$ cat config.mk
export PLATFORM = sky130hd
export DESIGN_NAME = auxco_out
export DESIGN_NICKNAME = d
export VERILOG_FILES = /design/src/shared/auxco_pkg.sv /design/src/hdl/auxco_out.sv
export SDC_FILE = /design/constraint.sdc
export NUM_CORES = 1
export LEC_CHECK = 0
export BUFFER_PORTS_ARGS = -buffer_cell sky130_fd_sc_hd__buf_2
export CORE_AREA = 3 3 153 155
export CTS_CLUSTER_DIAMETER = 60
export CTS_CLUSTER_SIZE = 28
export DETAILED_ROUTE_END_ITERATION = 7
export DIE_AREA = 0 0 156 158
export PLACE_DENSITY = 0.62
export SLEW_MARGIN = 30
export SYNTH_ARGS = -nofsm -noshare
export SYNTH_HDL_FRONTEND = slang
export SYNTH_SLANG_ARGS = --single-unit
export TNS_END_PERCENT = 5
$ cat constraint.sdc
create_clock -name sys_clk -period 11.5 [get_ports sys_clk]
set_input_delay 1.15 -clock sys_clk [delete_from_list [all_inputs] [get_ports sys_clk]]
set_output_delay 1.15 -clock sys_clk [all_outputs]
set_load 0.005 [all_outputs]
$ cat src/shared/auxco_pkg.sv
/*
 Package for the auxiliary code output block: function indices, handshake
 states, carrier structs and constants. Assumes a single 10 MHz system clock.
*/
package auxco_pkg;
    // Function indices
    localparam int AUXCO_FN_M = 0;
    localparam int AUXCO_FN_S = 1;
    localparam int AUXCO_FN_T = 2;
    localparam int AUXCO_FN_B = 3;
    localparam int AUXCO_NFN = 4;
    // Code word width
    localparam int AUXCO_CODE_W = 32;
    // Largest magnitude for eight decimal digits
    localparam logic [31:0] AUXCO_MAX_MAG = 32'h05F5_E0FF;
    // Special miscellaneous code values
    localparam logic [31:0] AUXCO_M_STOP = 32'h0000_0000;
    localparam logic [31:0] AUXCO_M_OPT_STOP = 32'h0000_0001;
    localparam logic [31:0] AUXCO_M_END = 32'h0000_0002;
    localparam logic [31:0] AUXCO_M_END_RWD = 32'h0000_001E;
    localparam logic [31:0] AUXCO_M_SUB_CALL = 32'h0000_0062;
    localparam logic [31:0] AUXCO_M_SUB_RET = 32'h0000_0063;
    // Second code address letters
    localparam logic [2:0] AUXCO_LTR_B = 3'h0;
    localparam logic [2:0] AUXCO_LTR_A = 3'h1;
    localparam logic [2:0] AUXCO_LTR_C = 3'h2;
    localparam logic [2:0] AUXCO_LTR_U = 3'h3;
    localparam logic [2:0] AUXCO_LTR_V = 3'h4;
    localparam logic [2:0] AUXCO_LTR_W = 3'h5;
    // Reset values
    localparam logic [31:0] AUXCO_CODE_RST = 32'h0000_0000;
    localparam logic AUXCO_STB_RST = 1'b0;

    // Interface variants
    typedef enum logic [1:0] {
        AUXCO_IF_BASE,
        AUXCO_IF_LEGACY_A,
        AUXCO_IF_LEGACY_B
    } auxco_if_t;

    // Handshake state per function
    typedef enum logic [1:0] {
        AUXCO_IDLE,
        AUXCO_WAIT_RISE,
        AUXCO_WAIT_FALL,
        AUXCO_WAIT_LEVEL
    } auxco_hs_t;

    // One code request from the block sequencer
    typedef struct packed {
        logic valid;
        logic [1:0] fn;
        logic [2:0] letter;
        logic neg;
        logic [31:0] mag;
        logic [3:0] digits;
    } auxco_req_t;

    // Per-function limits: digit count and sign permission
    typedef struct packed {
        logic [3:0] max_digits;
        logic allow_neg;
    } auxco_lim_t;

    // Decoded miscellaneous discretes
    typedef struct packed {
        logic stop;
        logic opt_stop;
        logic end_prog;
        logic end_rwd;
    } auxco_mdec_t;
endpackage

$ cat src/hdl/auxco_out.sv
/*
 Auxiliary code output: M, S, T and second-code words with strobes and a
 conventional or level-toggle completion handshake toward the machine-side
 controller. Assumes all inputs synchronous to sys_clk, one request per block.
*/
`timescale 1ns/10ps
module auxco_out
    import auxco_pkg::*;
#(
    parameter int CODE_W = 32
) (
    input wire logic sys_clk,
    input wire logic rst,
    input wire auxco_req_t req,
    input wire auxco_lim_t [AUXCO_NFN-1:0] limits,
    input wire logic high_speed_sel,
    input wire auxco_if_t if_variant,
    input wire logic [5:0] axis_letter_used,
    input wire logic operation_done_in,
    input wire logic [AUXCO_NFN-1:0] fn_done_in,
    output logic req_ready,
    output logic req_reject,
    output logic [CODE_W-1:0] misc_code,
    output logic [CODE_W-1:0] spindle_code,
    output logic [CODE_W-1:0] tool_code,
    output logic [CODE_W-1:0] second_code,
    output logic misc_code_strobe,
    output logic [AUXCO_NFN-1:0] fn_strobe,
    output auxco_mdec_t misc_decode,
    output logic [AUXCO_NFN-1:0] fn_busy,
    output logic high_speed_active
);
    // Logic assumes full-width code words; refuse anything else at elaboration
    if (CODE_W != AUXCO_CODE_W) begin : g_bad_width
        $error("auxco_out: CODE_W must be 32");
    end

    // Limit check: digit count and sign, returns 1 when acceptable
    function automatic logic lim_ok(input auxco_req_t r, input auxco_lim_t l);
        lim_ok = (r.digits <= l.max_digits) && (r.digits <= 4'h8)
            && (!r.neg || l.allow_neg) && (r.mag <= AUXCO_MAX_MAG);
    endfunction

    // Signed word from sign and magnitude
    function automatic logic [31:0] to_word(input auxco_req_t r);
        to_word = r.neg ? (32'h0000_0000 - r.mag) : r.mag;
    endfunction

    // Handshake state, words, strobes
    auxco_hs_t hs [AUXCO_NFN];
    auxco_hs_t next_hs [AUXCO_NFN];
    logic [CODE_W-1:0] word [AUXCO_NFN];
    logic [CODE_W-1:0] next_word [AUXCO_NFN];
    logic [AUXCO_NFN-1:0] stb;
    logic [AUXCO_NFN-1:0] next_stb;
    auxco_mdec_t next_mdec;
    logic next_ready;
    logic next_reject;
    logic hs_mode;
    logic [AUXCO_NFN-1:0] busy_now;
    logic [AUXCO_NFN-1:0] next_busy;
    // Shared done input, previous sample for edge detection
    logic done_prev;

    // High-speed only honoured on the base interface
    // base interface only
    assign hs_mode = high_speed_sel && (if_variant == AUXCO_IF_BASE);

    // Next-state computation for all functions
    always_comb begin
        auxco_req_t r;
        logic [31:0] w;
        logic accept;
        logic special;
        logic letter_bad;
        r = req;
        w = to_word(req);
        next_mdec = misc_decode;
        next_stb = stb;
        next_reject = 1'b0;
        accept = 1'b0;
        special = (r.fn == 2'(AUXCO_FN_M)) && !r.neg
            && ((r.mag == AUXCO_M_SUB_CALL) || (r.mag == AUXCO_M_SUB_RET));
        letter_bad = (r.fn == 2'(AUXCO_FN_B))
            && ((r.letter > AUXCO_LTR_W) || axis_letter_used[r.letter]);
        for (int i = 0; i < AUXCO_NFN; i++) begin
            next_hs[i] = hs[i];
            next_word[i] = word[i];
            busy_now[i] = (hs[i] != AUXCO_IDLE);
        end
        // Completion per function
        // shared or per-function done
        for (int i = 0; i < AUXCO_NFN; i++) begin
            case (hs[i])
                AUXCO_IDLE: begin
                end
                AUXCO_WAIT_RISE: begin
                    if (operation_done_in && !done_prev) begin
                        next_hs[i] = AUXCO_WAIT_FALL;
                    end
                end
                AUXCO_WAIT_FALL: begin
                    if (!operation_done_in && done_prev) begin
                        next_hs[i] = AUXCO_IDLE;
                        next_stb[i] = 1'b0;
                    end
                end
                AUXCO_WAIT_LEVEL: begin
                    if (fn_done_in[i] == stb[i]) begin
                        next_hs[i] = AUXCO_IDLE;
                    end
                end
                default: next_hs[i] = AUXCO_IDLE;
            endcase
        end
        // New request; only one code per block is presented at a time
        // one code per block
        if (r.valid) begin
            if (!lim_ok(r, limits[r.fn]) || letter_bad) begin
                next_reject = 1'b1;
            end else if (special) begin
                accept = 1'b0;
            end else if (!busy_now[r.fn]) begin
                accept = 1'b1;
            end
        end
        if (accept) begin
            next_word[r.fn] = w;
            if (hs_mode) begin
                next_stb[r.fn] = ~stb[r.fn];
                next_hs[r.fn] = AUXCO_WAIT_LEVEL;
            end else begin
                next_stb[r.fn] = 1'b1;
                next_hs[r.fn] = AUXCO_WAIT_RISE;
            end
            if (r.fn == 2'(AUXCO_FN_M)) begin
                next_mdec.stop = (w == AUXCO_M_STOP);
                next_mdec.opt_stop = (w == AUXCO_M_OPT_STOP);
                next_mdec.end_prog = (w == AUXCO_M_END);
                next_mdec.end_rwd = (w == AUXCO_M_END_RWD);
            end
        end
        for (int i = 0; i < AUXCO_NFN; i++) begin
            next_busy[i] = (next_hs[i] != AUXCO_IDLE);
        end
        // Ready when no request is stalled this cycle
        next_ready = !(r.valid && !next_reject && !special && busy_now[r.fn]);
    end

    // Registers only
    always_ff @(posedge sys_clk or posedge rst) begin
        if (rst) begin
            for (int i = 0; i < AUXCO_NFN; i++) begin
                hs[i] <= AUXCO_IDLE;
                word[i] <= AUXCO_CODE_RST;
            end
            stb <= '0;
            done_prev <= 1'b0;
            misc_decode <= '0;
            req_ready <= 1'b1;
            req_reject <= 1'b0;
            fn_busy <= '0;
            high_speed_active <= 1'b0;
        end else begin
            for (int i = 0; i < AUXCO_NFN; i++) begin
                hs[i] <= next_hs[i];
                word[i] <= next_word[i];
            end
            stb <= next_stb;
            done_prev <= operation_done_in;
            misc_decode <= next_mdec;
            req_ready <= next_ready;
            req_reject <= next_reject;
            fn_busy <= next_busy;
            high_speed_active <= hs_mode;
        end
    end

    // Outputs straight from registers
    assign misc_code = word[AUXCO_FN_M];
    assign spindle_code = word[AUXCO_FN_S];
    assign tool_code = word[AUXCO_FN_T];
    assign second_code = word[AUXCO_FN_B];
    assign fn_strobe = stb;
    assign misc_code_strobe = stb[AUXCO_FN_M];

    // Assertions
    property p_toggle;
        @(posedge sys_clk) disable iff (rst)
        (req.valid && req.fn == 2'(AUXCO_FN_T) && hs[AUXCO_FN_T] == AUXCO_IDLE && hs_mode
            && lim_ok(req, limits[AUXCO_FN_T]))
        |=> (stb[AUXCO_FN_T] != $past(stb[AUXCO_FN_T]));
    endproperty
    a_toggle: assert property (p_toggle) else $error("strobe did not toggle");
    property p_level_done;
        @(posedge sys_clk) disable iff (rst)
        (hs[AUXCO_FN_T] == AUXCO_WAIT_LEVEL && fn_done_in[AUXCO_FN_T] == stb[AUXCO_FN_T])
        |=> hs[AUXCO_FN_T] == AUXCO_IDLE;
    endproperty
    a_level_done: assert property (p_level_done) else $error("level done missed");
    // Conventional: no completion without a fall of the shared done
    property p_conv_fall;
        @(posedge sys_clk) disable iff (rst)
        (hs[AUXCO_FN_M] == AUXCO_WAIT_FALL && !(done_prev && !operation_done_in))
        |=> hs[AUXCO_FN_M] == AUXCO_WAIT_FALL;
    endproperty
    a_conv_fall: assert property (p_conv_fall) else $error("done without fall");
    property p_hold;
        @(posedge sys_clk) disable iff (rst)
        !(req.valid && req.fn == 2'(AUXCO_FN_M)) |=> $stable(misc_code);
    endproperty
    a_hold: assert property (p_hold) else $error("M word changed");
    property p_sub;
        @(posedge sys_clk) disable iff (rst)
        (req.valid && req.fn == 2'(AUXCO_FN_M) && !req.neg && req.mag == AUXCO_M_SUB_CALL)
        |=> $stable(misc_code) && $stable(misc_code_strobe);
    endproperty
    a_sub: assert property (p_sub) else $error("subprogram code output");
    property p_legacy;
        @(posedge sys_clk) disable iff (rst)
        (if_variant != AUXCO_IF_BASE) |=> !high_speed_active;
    endproperty
    a_legacy: assert property (p_legacy) else $error("high-speed on legacy");
    property p_busy;
        @(posedge sys_clk) disable iff (rst)
        (fn_busy[AUXCO_FN_M] && hs[AUXCO_FN_M] != AUXCO_IDLE && req.valid
            && req.fn == 2'(AUXCO_FN_M)) |=> $stable(misc_code) && !req_ready;
    endproperty
    a_busy: assert property (p_busy) else $error("overran busy function");
    property p_neg;
        @(posedge sys_clk) disable iff (rst)
        (req.valid && req.neg && !limits[req.fn].allow_neg) |=> req_reject;
    endproperty
    a_neg: assert property (p_neg) else $error("sign not refused");
    // Conventional: waiting for the rise ignores everything but a rise
    property p_rise_first;
        @(posedge sys_clk) disable iff (rst)
        (hs[AUXCO_FN_M] == AUXCO_WAIT_RISE && !(operation_done_in && !done_prev))
        |=> hs[AUXCO_FN_M] == AUXCO_WAIT_RISE;
    endproperty
    a_rise_first: assert property (p_rise_first) else $error("done without rise");
    // Strobe and busy drop on the cycle after the fall
    property p_conv_clear;
        @(posedge sys_clk) disable iff (rst)
        (hs[AUXCO_FN_M] == AUXCO_WAIT_FALL && done_prev && !operation_done_in)
        |=> !misc_code_strobe && !fn_busy[AUXCO_FN_M];
    endproperty
    a_conv_clear: assert property (p_conv_clear) else $error("strobe not cleared");
    // Decoded rewind discrete agrees with the word
    property p_decode;
        @(posedge sys_clk) disable iff (rst)
        misc_decode.end_rwd |-> misc_code == AUXCO_M_END_RWD;
    endproperty
    a_decode: assert property (p_decode) else $error("decode disagrees with word");
    // Negative accepted M code comes out with the sign bit set
    property p_neg_word;
        @(posedge sys_clk) disable iff (rst)
        (req.valid && req.fn == 2'(AUXCO_FN_M) && req.neg && req.mag != 32'h0000_0000
            && hs[AUXCO_FN_M] == AUXCO_IDLE && lim_ok(req, limits[AUXCO_FN_M]))
        |=> misc_code[CODE_W-1];
    endproperty
    a_neg_word: assert property (p_neg_word) else $error("sign bit missing");
    // A refused request leaves every word alone
    property p_rej_hold;
        @(posedge sys_clk) disable iff (rst)
        req_reject |-> $stable(misc_code) && $stable(spindle_code) && $stable(tool_code)
            && $stable(second_code);
    endproperty
    a_rej_hold: assert property (p_rej_hold) else $error("refused code stored");
    // Cover points for the main scenarios
    c_hs: cover property (@(posedge sys_clk) disable iff (rst)
        hs[AUXCO_FN_T] == AUXCO_WAIT_LEVEL ##1 hs[AUXCO_FN_T] == AUXCO_IDLE);
    c_conv: cover property (@(posedge sys_clk) disable iff (rst) hs[0] == AUXCO_WAIT_FALL ##1
        hs[0] == AUXCO_IDLE);
    c_rej: cover property (@(posedge sys_clk) disable iff (rst) req_reject);
    c_stall: cover property (@(posedge sys_clk) disable iff (rst) !req_ready);
endmodule

==> results of run 1 <==
==> final timing paths <==
check / end / start / slack (ns) / cells after the start
worst min-delay path: second_code[5] / second_code[5] / 0.47 / 2
min in group asynchronous: high_speed_active / rst / 0.83 / 2
worst max register to register: spindle_code[27] / hs[6] / 8.44 / 7
max in group asynchronous: tool_code[16] / rst / 9.55 / 3
worst max-delay path: spindle_code[27] / req[40] / 6.79 / 13
worst min register to register: second_code[5] / second_code[5] / 0.47 / 2
==> stage by stage <==
| step | cells | total power, mW | util, % |
|---|---|---|---|
| 2_1_floorplan | 737 | 0.612 | - |
| 3_3_place_gp | 1198 | 0.659 | 39.0 |
| 3_5_place_dp | 1199 | 0.660 | 39.1 |
| 4_1_cts | 1231 | 1.24 | 41.8 |
| 5_1_grt | 1234 | 1.27 | 41.8 |
| 6_report | 1236 | 1.22 | 41.9 |
==> synthesized netlist by cell type (8+ instances only) <==
| cell type | instances | area, um^2 |
|---|---|---|
| or3_1 | 8 | 50.1 |
| nor3_1 | 9 | 45.0 |
| nor2_1 | 42 | 158 |
| dfrtp_1 | 151 | 3780 |
| o31ai_1 | 9 | 67.6 |
| buf_2 | 9 | 45.0 |
| a21oi_1 | 43 | 215 |
| inv_1 | 21 | 78.8 |
| nand2b_1 | 8 | 50.1 |
| xor2_1 | 27 | 236 |
| clkbuf_1 | 30 | 113 |
| or2_2 | 9 | 56.3 |
| o21ai_0 | 98 | 490 |
| nand3_1 | 11 | 55.1 |
| o21a_1 | 17 | 128 |
| nand2_1 | 118 | 443 |
==> logic make-up after synthesis <==
family                     Yosys count  synth area share (%)
DFF                                152                  52.5
buffers and inverters               67                  3.88
muxes                               15                  3.14
adders and majority gates            7                  1.21
and+or+nand+nor                    256                  17.5
AOI/OAI and AO/OA                  206                  17.6
xor gates and xnor gates            34                  4.21
==> flip-flops by register name, summed over array words and instances, names as in the netlist <==
| register | cells |
|---|---|
| misc_code | 32 |
| second_code | 32 |
| spindle_code | 32 |
| tool_code | 32 |
| hs | 8 |
| fn_busy | 4 |
| fn_strobe | 4 |
| misc_decode | 4 |
| done_prev | 1 |
| high_speed_active | 1 |
| req_ready | 1 |
| req_reject | 1 |
==> power by group <==
| part | total [mW] | leakage [nW] | switching (mW) | internal [mW] |
|---|---|---|---|---|
| Combinational | 0.106 | 2.28 | 0.0691 | 0.0374 |
| Clock | 0.571 | 0.285 | 0.225 | 0.345 |
| Sequential | 0.543 | 2.09 | 0.00300 | 0.540 |
==> layout make-up <==
cell class                 instances  area, um^2
clock inverter                    13         154
clock buffer                      19         443
sequential                       152        3800
tap                              280         350
timing repair buffer             228        1170
inverter                          21        83.8
multi-input combinational        518        3180
fill                            2206       12800
antenna                            5        12.5
==> worst max-delay path: cells and delay by family <==
kind | cells | cell delay, ns
mux | 1 | 0.55
simple gates | 4 | 1.67
fa+ha+maj | 1 | 0.24
compound gates | 4 | 0.59
buf+inv | 3 | 0.82
==> layout by cell type (no fill, tap or decap), types with 4 or more instances in the layout <==
cell	netlist	routed
buf_2	9	222
dfrtp_1	151	151
nand2_1	118	118
o21ai_0	98	98
a21oi_1	43	43
nor2_1	42	42
xor2_1	27	27
inv_1	21	20
o21a_1	17	17
clkbuf_16	0	17
o31ai_1	9	9
nor3_1	9	9
nand3_1	11	9
or2_2	9	9
nand2b_1	8	8
or4_1	7	7
nor4_1	7	7
mux2i_1	7	7
or3_1	8	7
ha_1	7	7
nand4_1	6	6
mux4_2	6	6
xnor2_1	6	6
o21ai_1	6	6
o211ai_1	6	6
diode_2	0	5
o41ai_1	5	5
and3_1	5	5
clkinv_2	0	5
nand3b_1	4	4
or4_4	4	4
o41ai_2	4	4
clkinvlp_4	0	4
buf_4	1	4
==> per-layer routing <==
metal	track usage, %	vias to the layer above
met5	0	-
met4	6.77	6
met3	4.95	36
met2	29.0	159
met1	23.2	2956
li1	-	2991
==> results.toml, run 1 <==
[worst_setup_path]
arrival_ns = 5.02
cp_slowest_cell = "nor3_1"
cp-start-kind = "primary input"
required_ns = 11.81
critical_path_class = "primary input to flip-flop"
worstSetupEndpointType = "flip-flop"
cpPeakStageDelay_ns = 0.68
crit_chain = "buf_2, mux4_2, inv_1, ha_1, a21oi_1, o221ai_1, a22oi_1, nand4_1, nor3_1, nor3b_4, buf_4, nand2_1, o21a_1"
crit_fanout = 33

[detailed_routing]
wl_mm = 22.2
drcViolationCount = 0
wl_per_cell_um = 18.0
viasPerCell = 4.97
first_iter_violations = 388
highest_layer = "met5"
drtAntennaViolNets = 0
first_pass_iters = 5
detail_route.wirelength.met1_mm = 9.66
wl_met3_mm = 1.34
wl_met2_mm = 10.6
num_vias = 6148

[logic_synthesis]
synth_seq_area_share_pct = 52.5
syn_nets = 823
ys.flop_type = "dfrtp_1"
netlist_area_um2 = 7250
synthArstFlopShare_pct = 100
avgSynthCellArea_um2 = 9.83
synth_seq_cells = 152
netlist-cell-type-count = 64
synth_edf_count = 0
synth_cells = 737
ys_warn_count = 0

[pwr]
ir_worst_vdd_mv = 0.0822
p_per_area_nw_per_um2 = 133
p_leak_nw = 4.65

[floorplan]
core_um2 = 22000
die_x_um = 156
row_count = 54
initial_core_util_pct = 33.0
io_pins = 223
fp.dieH_um = 158
die_area_um2 = 24600

[sta]
finalHoldViolations = 0
finalSetupViolCount = 0
setup_tns_ns = 0
timing.final.ws_setup_ns = 6.79
fin_crit_ns = 4.71
fin_skew_ns = 0.00560
hold_slack_ns = 0.474
rsz0062_at_grt = "no"
max_freq_ghz = 0.212
drv_slew = 0
slew_headroom_pct = 43.7
post-route-period-util_pct = 41.0
worst_pin_slew_ns = 0.845

[clock_tree]
htree_levels = 4
cts_setup_buffers = 0
cts_resized = 0
cts_hold_buf = 0
cts_tree = "done"
clock_sinks = 152
root_buffer = "clkbuf_16"
clkSlewWorstSetupHoldPaths_ns = 0.06
clkLatencyLatePin_ns = 0.42
cts_buffers = 17
cts_buffer_depth = 2

[global_route]
grt_pass1_vias = 6121
antenna_found_initial = 6
grt_max_degree = 79
overflow = 0
grt_pass1_wl_mm = 34.5
grtUsageTotal_pct = 18.0

[cells_and_area]
nets = 1024
area_growth_pct = 26.9
stdcell_area_um2 = 9190
layout-drive-gt1-share_pct = 31.5

[min_path]
hold_path.class = "flip-flop to flip-flop"

[place]
dp_hpwl_mm = 16.3
gp_congestion = 0.827
pre_cts_ws_ns = 6.38
placed_area_um2 = 8580
io_buffer_count = 222

[outcome]
status = "complete, no violations"

[flow_run]
maxCapViolCount = 0
Note: power is estimated with default switching activity, not from simulation.
==> run 2: changes to the inputs <==
--- a/config.mk
+++ b/config.mk
@@ -11,7 +11,7 @@
 export CTS_CLUSTER_SIZE = 28
 export DETAILED_ROUTE_END_ITERATION = 7
 export DIE_AREA = 0 0 156 158
-export PLACE_DENSITY = 0.62
+export PLACE_DENSITY = 0.64
 export SLEW_MARGIN = 30
 export SYNTH_ARGS = -nofsm -noshare
 export SYNTH_HDL_FRONTEND = slang
==> constraint.sdc (replaced) <==
create_clock -name sys_clk -period 4.3 [get_ports sys_clk]
set_input_delay 0.43 -clock sys_clk [delete_from_list [all_inputs] [get_ports sys_clk]]
set_output_delay 0.43 -clock sys_clk [all_outputs]
set_load 0.005 [all_outputs]
==> run 2 against run 1 <==
  * Clock-buffer cell count rose by 7
  * Power rose to 2.6 times the previous value
  * Global-route usage rose by 0.18 points
  * Combinational power rose to 2.8 times the previous value
  * Via count rose by 0.63%
  * Worst setup slack got worse by 5.8 ns
  * Sequential share of layout area fell by 0.44 points
  * Critical path depth fell by 1
  * Critical endpoint is now misc_code[10]
  * Largest cell class unchanged
==> results.toml, run 2 (synthesized netlist as in run 1, its figures left out) <==
[global_route]
antenna_found_initial = 9
overflow = 0
grtUsageTotal_pct = 18.2
grt_pass1_vias = 6058
grt_pass1_wl_mm = 34.7
grt_max_degree = 64

[sta]
post-route-period-util_pct = 77.0
max_freq_ghz = 0.302
fin_skew_ns = 0.00583
finalHoldViolations = 0
fin_crit_ns = 3.31
worst_pin_slew_ns = 0.745
slew_headroom_pct = 50.3
finalSetupViolCount = 0
drv_slew = 0
timing.final.ws_setup_ns = 0.987
setup_tns_ns = 0
hold_slack_ns = 0.139
rsz0062_at_grt = "no"

[worst_setup_path]
worstSetupEndpointType = "flip-flop"
arrival_ns = 3.58
cp-start-kind = "primary input"
critical_path_class = "primary input to flip-flop"
required_ns = 4.56
crit_fanout = 47
ff2ff_path_depth = 10

[pwr]
ir_worst_vdd_mv = 0.234
clockPowerShare_pct = 45.6
p_sw_uw = 770
pwr-share-seq_pct = 45.2
power_frac_comb_pct = 9.2
p_sw_share_pct = 24.0
p_per_area_nw_per_um2 = 346
p_leak_nw = 4.71
intPower_mw = 2.44

[clock_tree]
clock_sinks = 152
cts_setup_buffers = 0
cts_tree = "done"
root_buffer = "clkbuf_16"
cts_buffer_depth = 2
cts_resized = 0
cts_buffers = 17
htree_levels = 4
clkSlewWorstSetupHoldPaths_ns = 0.06
cts_hold_buf = 0
clkLatencyLatePin_ns = 0.41

[cells_and_area]
layout-drive-gt1-share_pct = 32.2
final_core_util_pct = 42.3
fill_cells = 2150
stdcell_area_um2 = 9290
mostFrequentLayoutCells = "222 x buf_2, 151 x dfrtp_1, 118 x nand2_1"
final_common_cell = "buf_2"
area_growth_pct = 28.2
nets = 1036

[place]
gp_congestion = 0.847
pre_cts_ws_ns = 0.555
dp_hpwl_mm = 16.8
placed_area_um2 = 8700
io_buffer_count = 222

[floorplan]
initial_core_util_pct = 33.0
fp.dieH_um = 158
core_um2 = 22000
io_pins = 223
die_x_um = 156
row_count = 54
die_area_um2 = 24600

[detailed_routing]
wl_per_cell_um = 17.9
num_vias = 6187
wl_mm = 22.3
drcViolationCount = 0
first_iter_violations = 345
drtAntennaViolNets = 0
first_pass_iters = 4
viasPerCell = 4.96

[outcome]
status = "complete, no violations"

[flow_run]
maxCapViolCount = 0

[min_path]
hold_path.class = "primary input to asynchronous set/reset pin"
-- run 2: cell count changes in the layout (fill, tap and decap cells not counted), sizes merged --
cell	delta
buf	+12
clkbuf	+7
clkinv	-3
bufinv	-2
clkinvlp	-1
diode	-1
inv	-1
-- run 2: power by group through the flow --
stage / logic (mW) / clock network, mW / registers (mW)
2_1_floorplan: 0.158 / 0 / 1.48
3_3_place_gp: 0.297 / 0 / 1.48
3_5_place_dp: 0.300 / 0 / 1.48
4_1_cts: 0.302 / 1.50 / 1.45
5_1_grt: 0.331 / 1.56 / 1.45
6_report: 0.296 / 1.46 / 1.45
-- run 2: metal layers --
metal	routed length [um]	GRT usage (%)
met5	60	0
met4	297	5.26
met3	1410	5.36
met2	10700	29.6
met1	9830	23.6
-- run 2: critical path, stage by stage --
cell,delay (ns)
buf_2,0.33
mux4_2,0.54
inv_1,0.07
ha_1,0.24
a21oi_1,0.13
o221ai_1,0.13
a22oi_1,0.18
nand4_1,0.18
or3_2,0.74
buf_4,0.37
nand2_1,0.12
o21ai_0,0.09
-- run 2: worst paths after layout --
path                                   start  slack [ns]              end
setup / recovery                     req[40]        0.99    misc_code[10]
hold / removal                           rst        0.14     tool_code[7]
setup reg to reg                       hs[5]        1.98  second_code[14]
hold reg to reg                 misc_code[5]        0.47     misc_code[5]
max in group asynchronous                rst        3.13    tool_code[27]
min in group sys_clk       operation_done_in        0.16        done_prev
-- run 2: stage by stage --
stage | power [mW] | instances
6_report | 3.21 | 1247
5_1_grt | 3.35 | 1247
4_1_cts | 3.26 | 1243
3_5_place_dp | 1.78 | 1211
3_3_place_gp | 1.78 | 1211
2_1_floorplan | 1.64 | 737
-- run 2: final cells by class --
cell class | instances | area (um^2) | share of cell area, %
clock buffers | 26 | 519 | 5.59
clock inverters | 6 | 63.8 | 0.687
well taps | 280 | 350 | 3.77
inverters | 21 | 82.6 | 0.889
multi-input cells | 518 | 3180 | 34.2
diodes | 4 | 10.0 | 0.108
flip-flops and latches | 152 | 3800 | 40.9
repair buffers | 240 | 1280 | 13.8
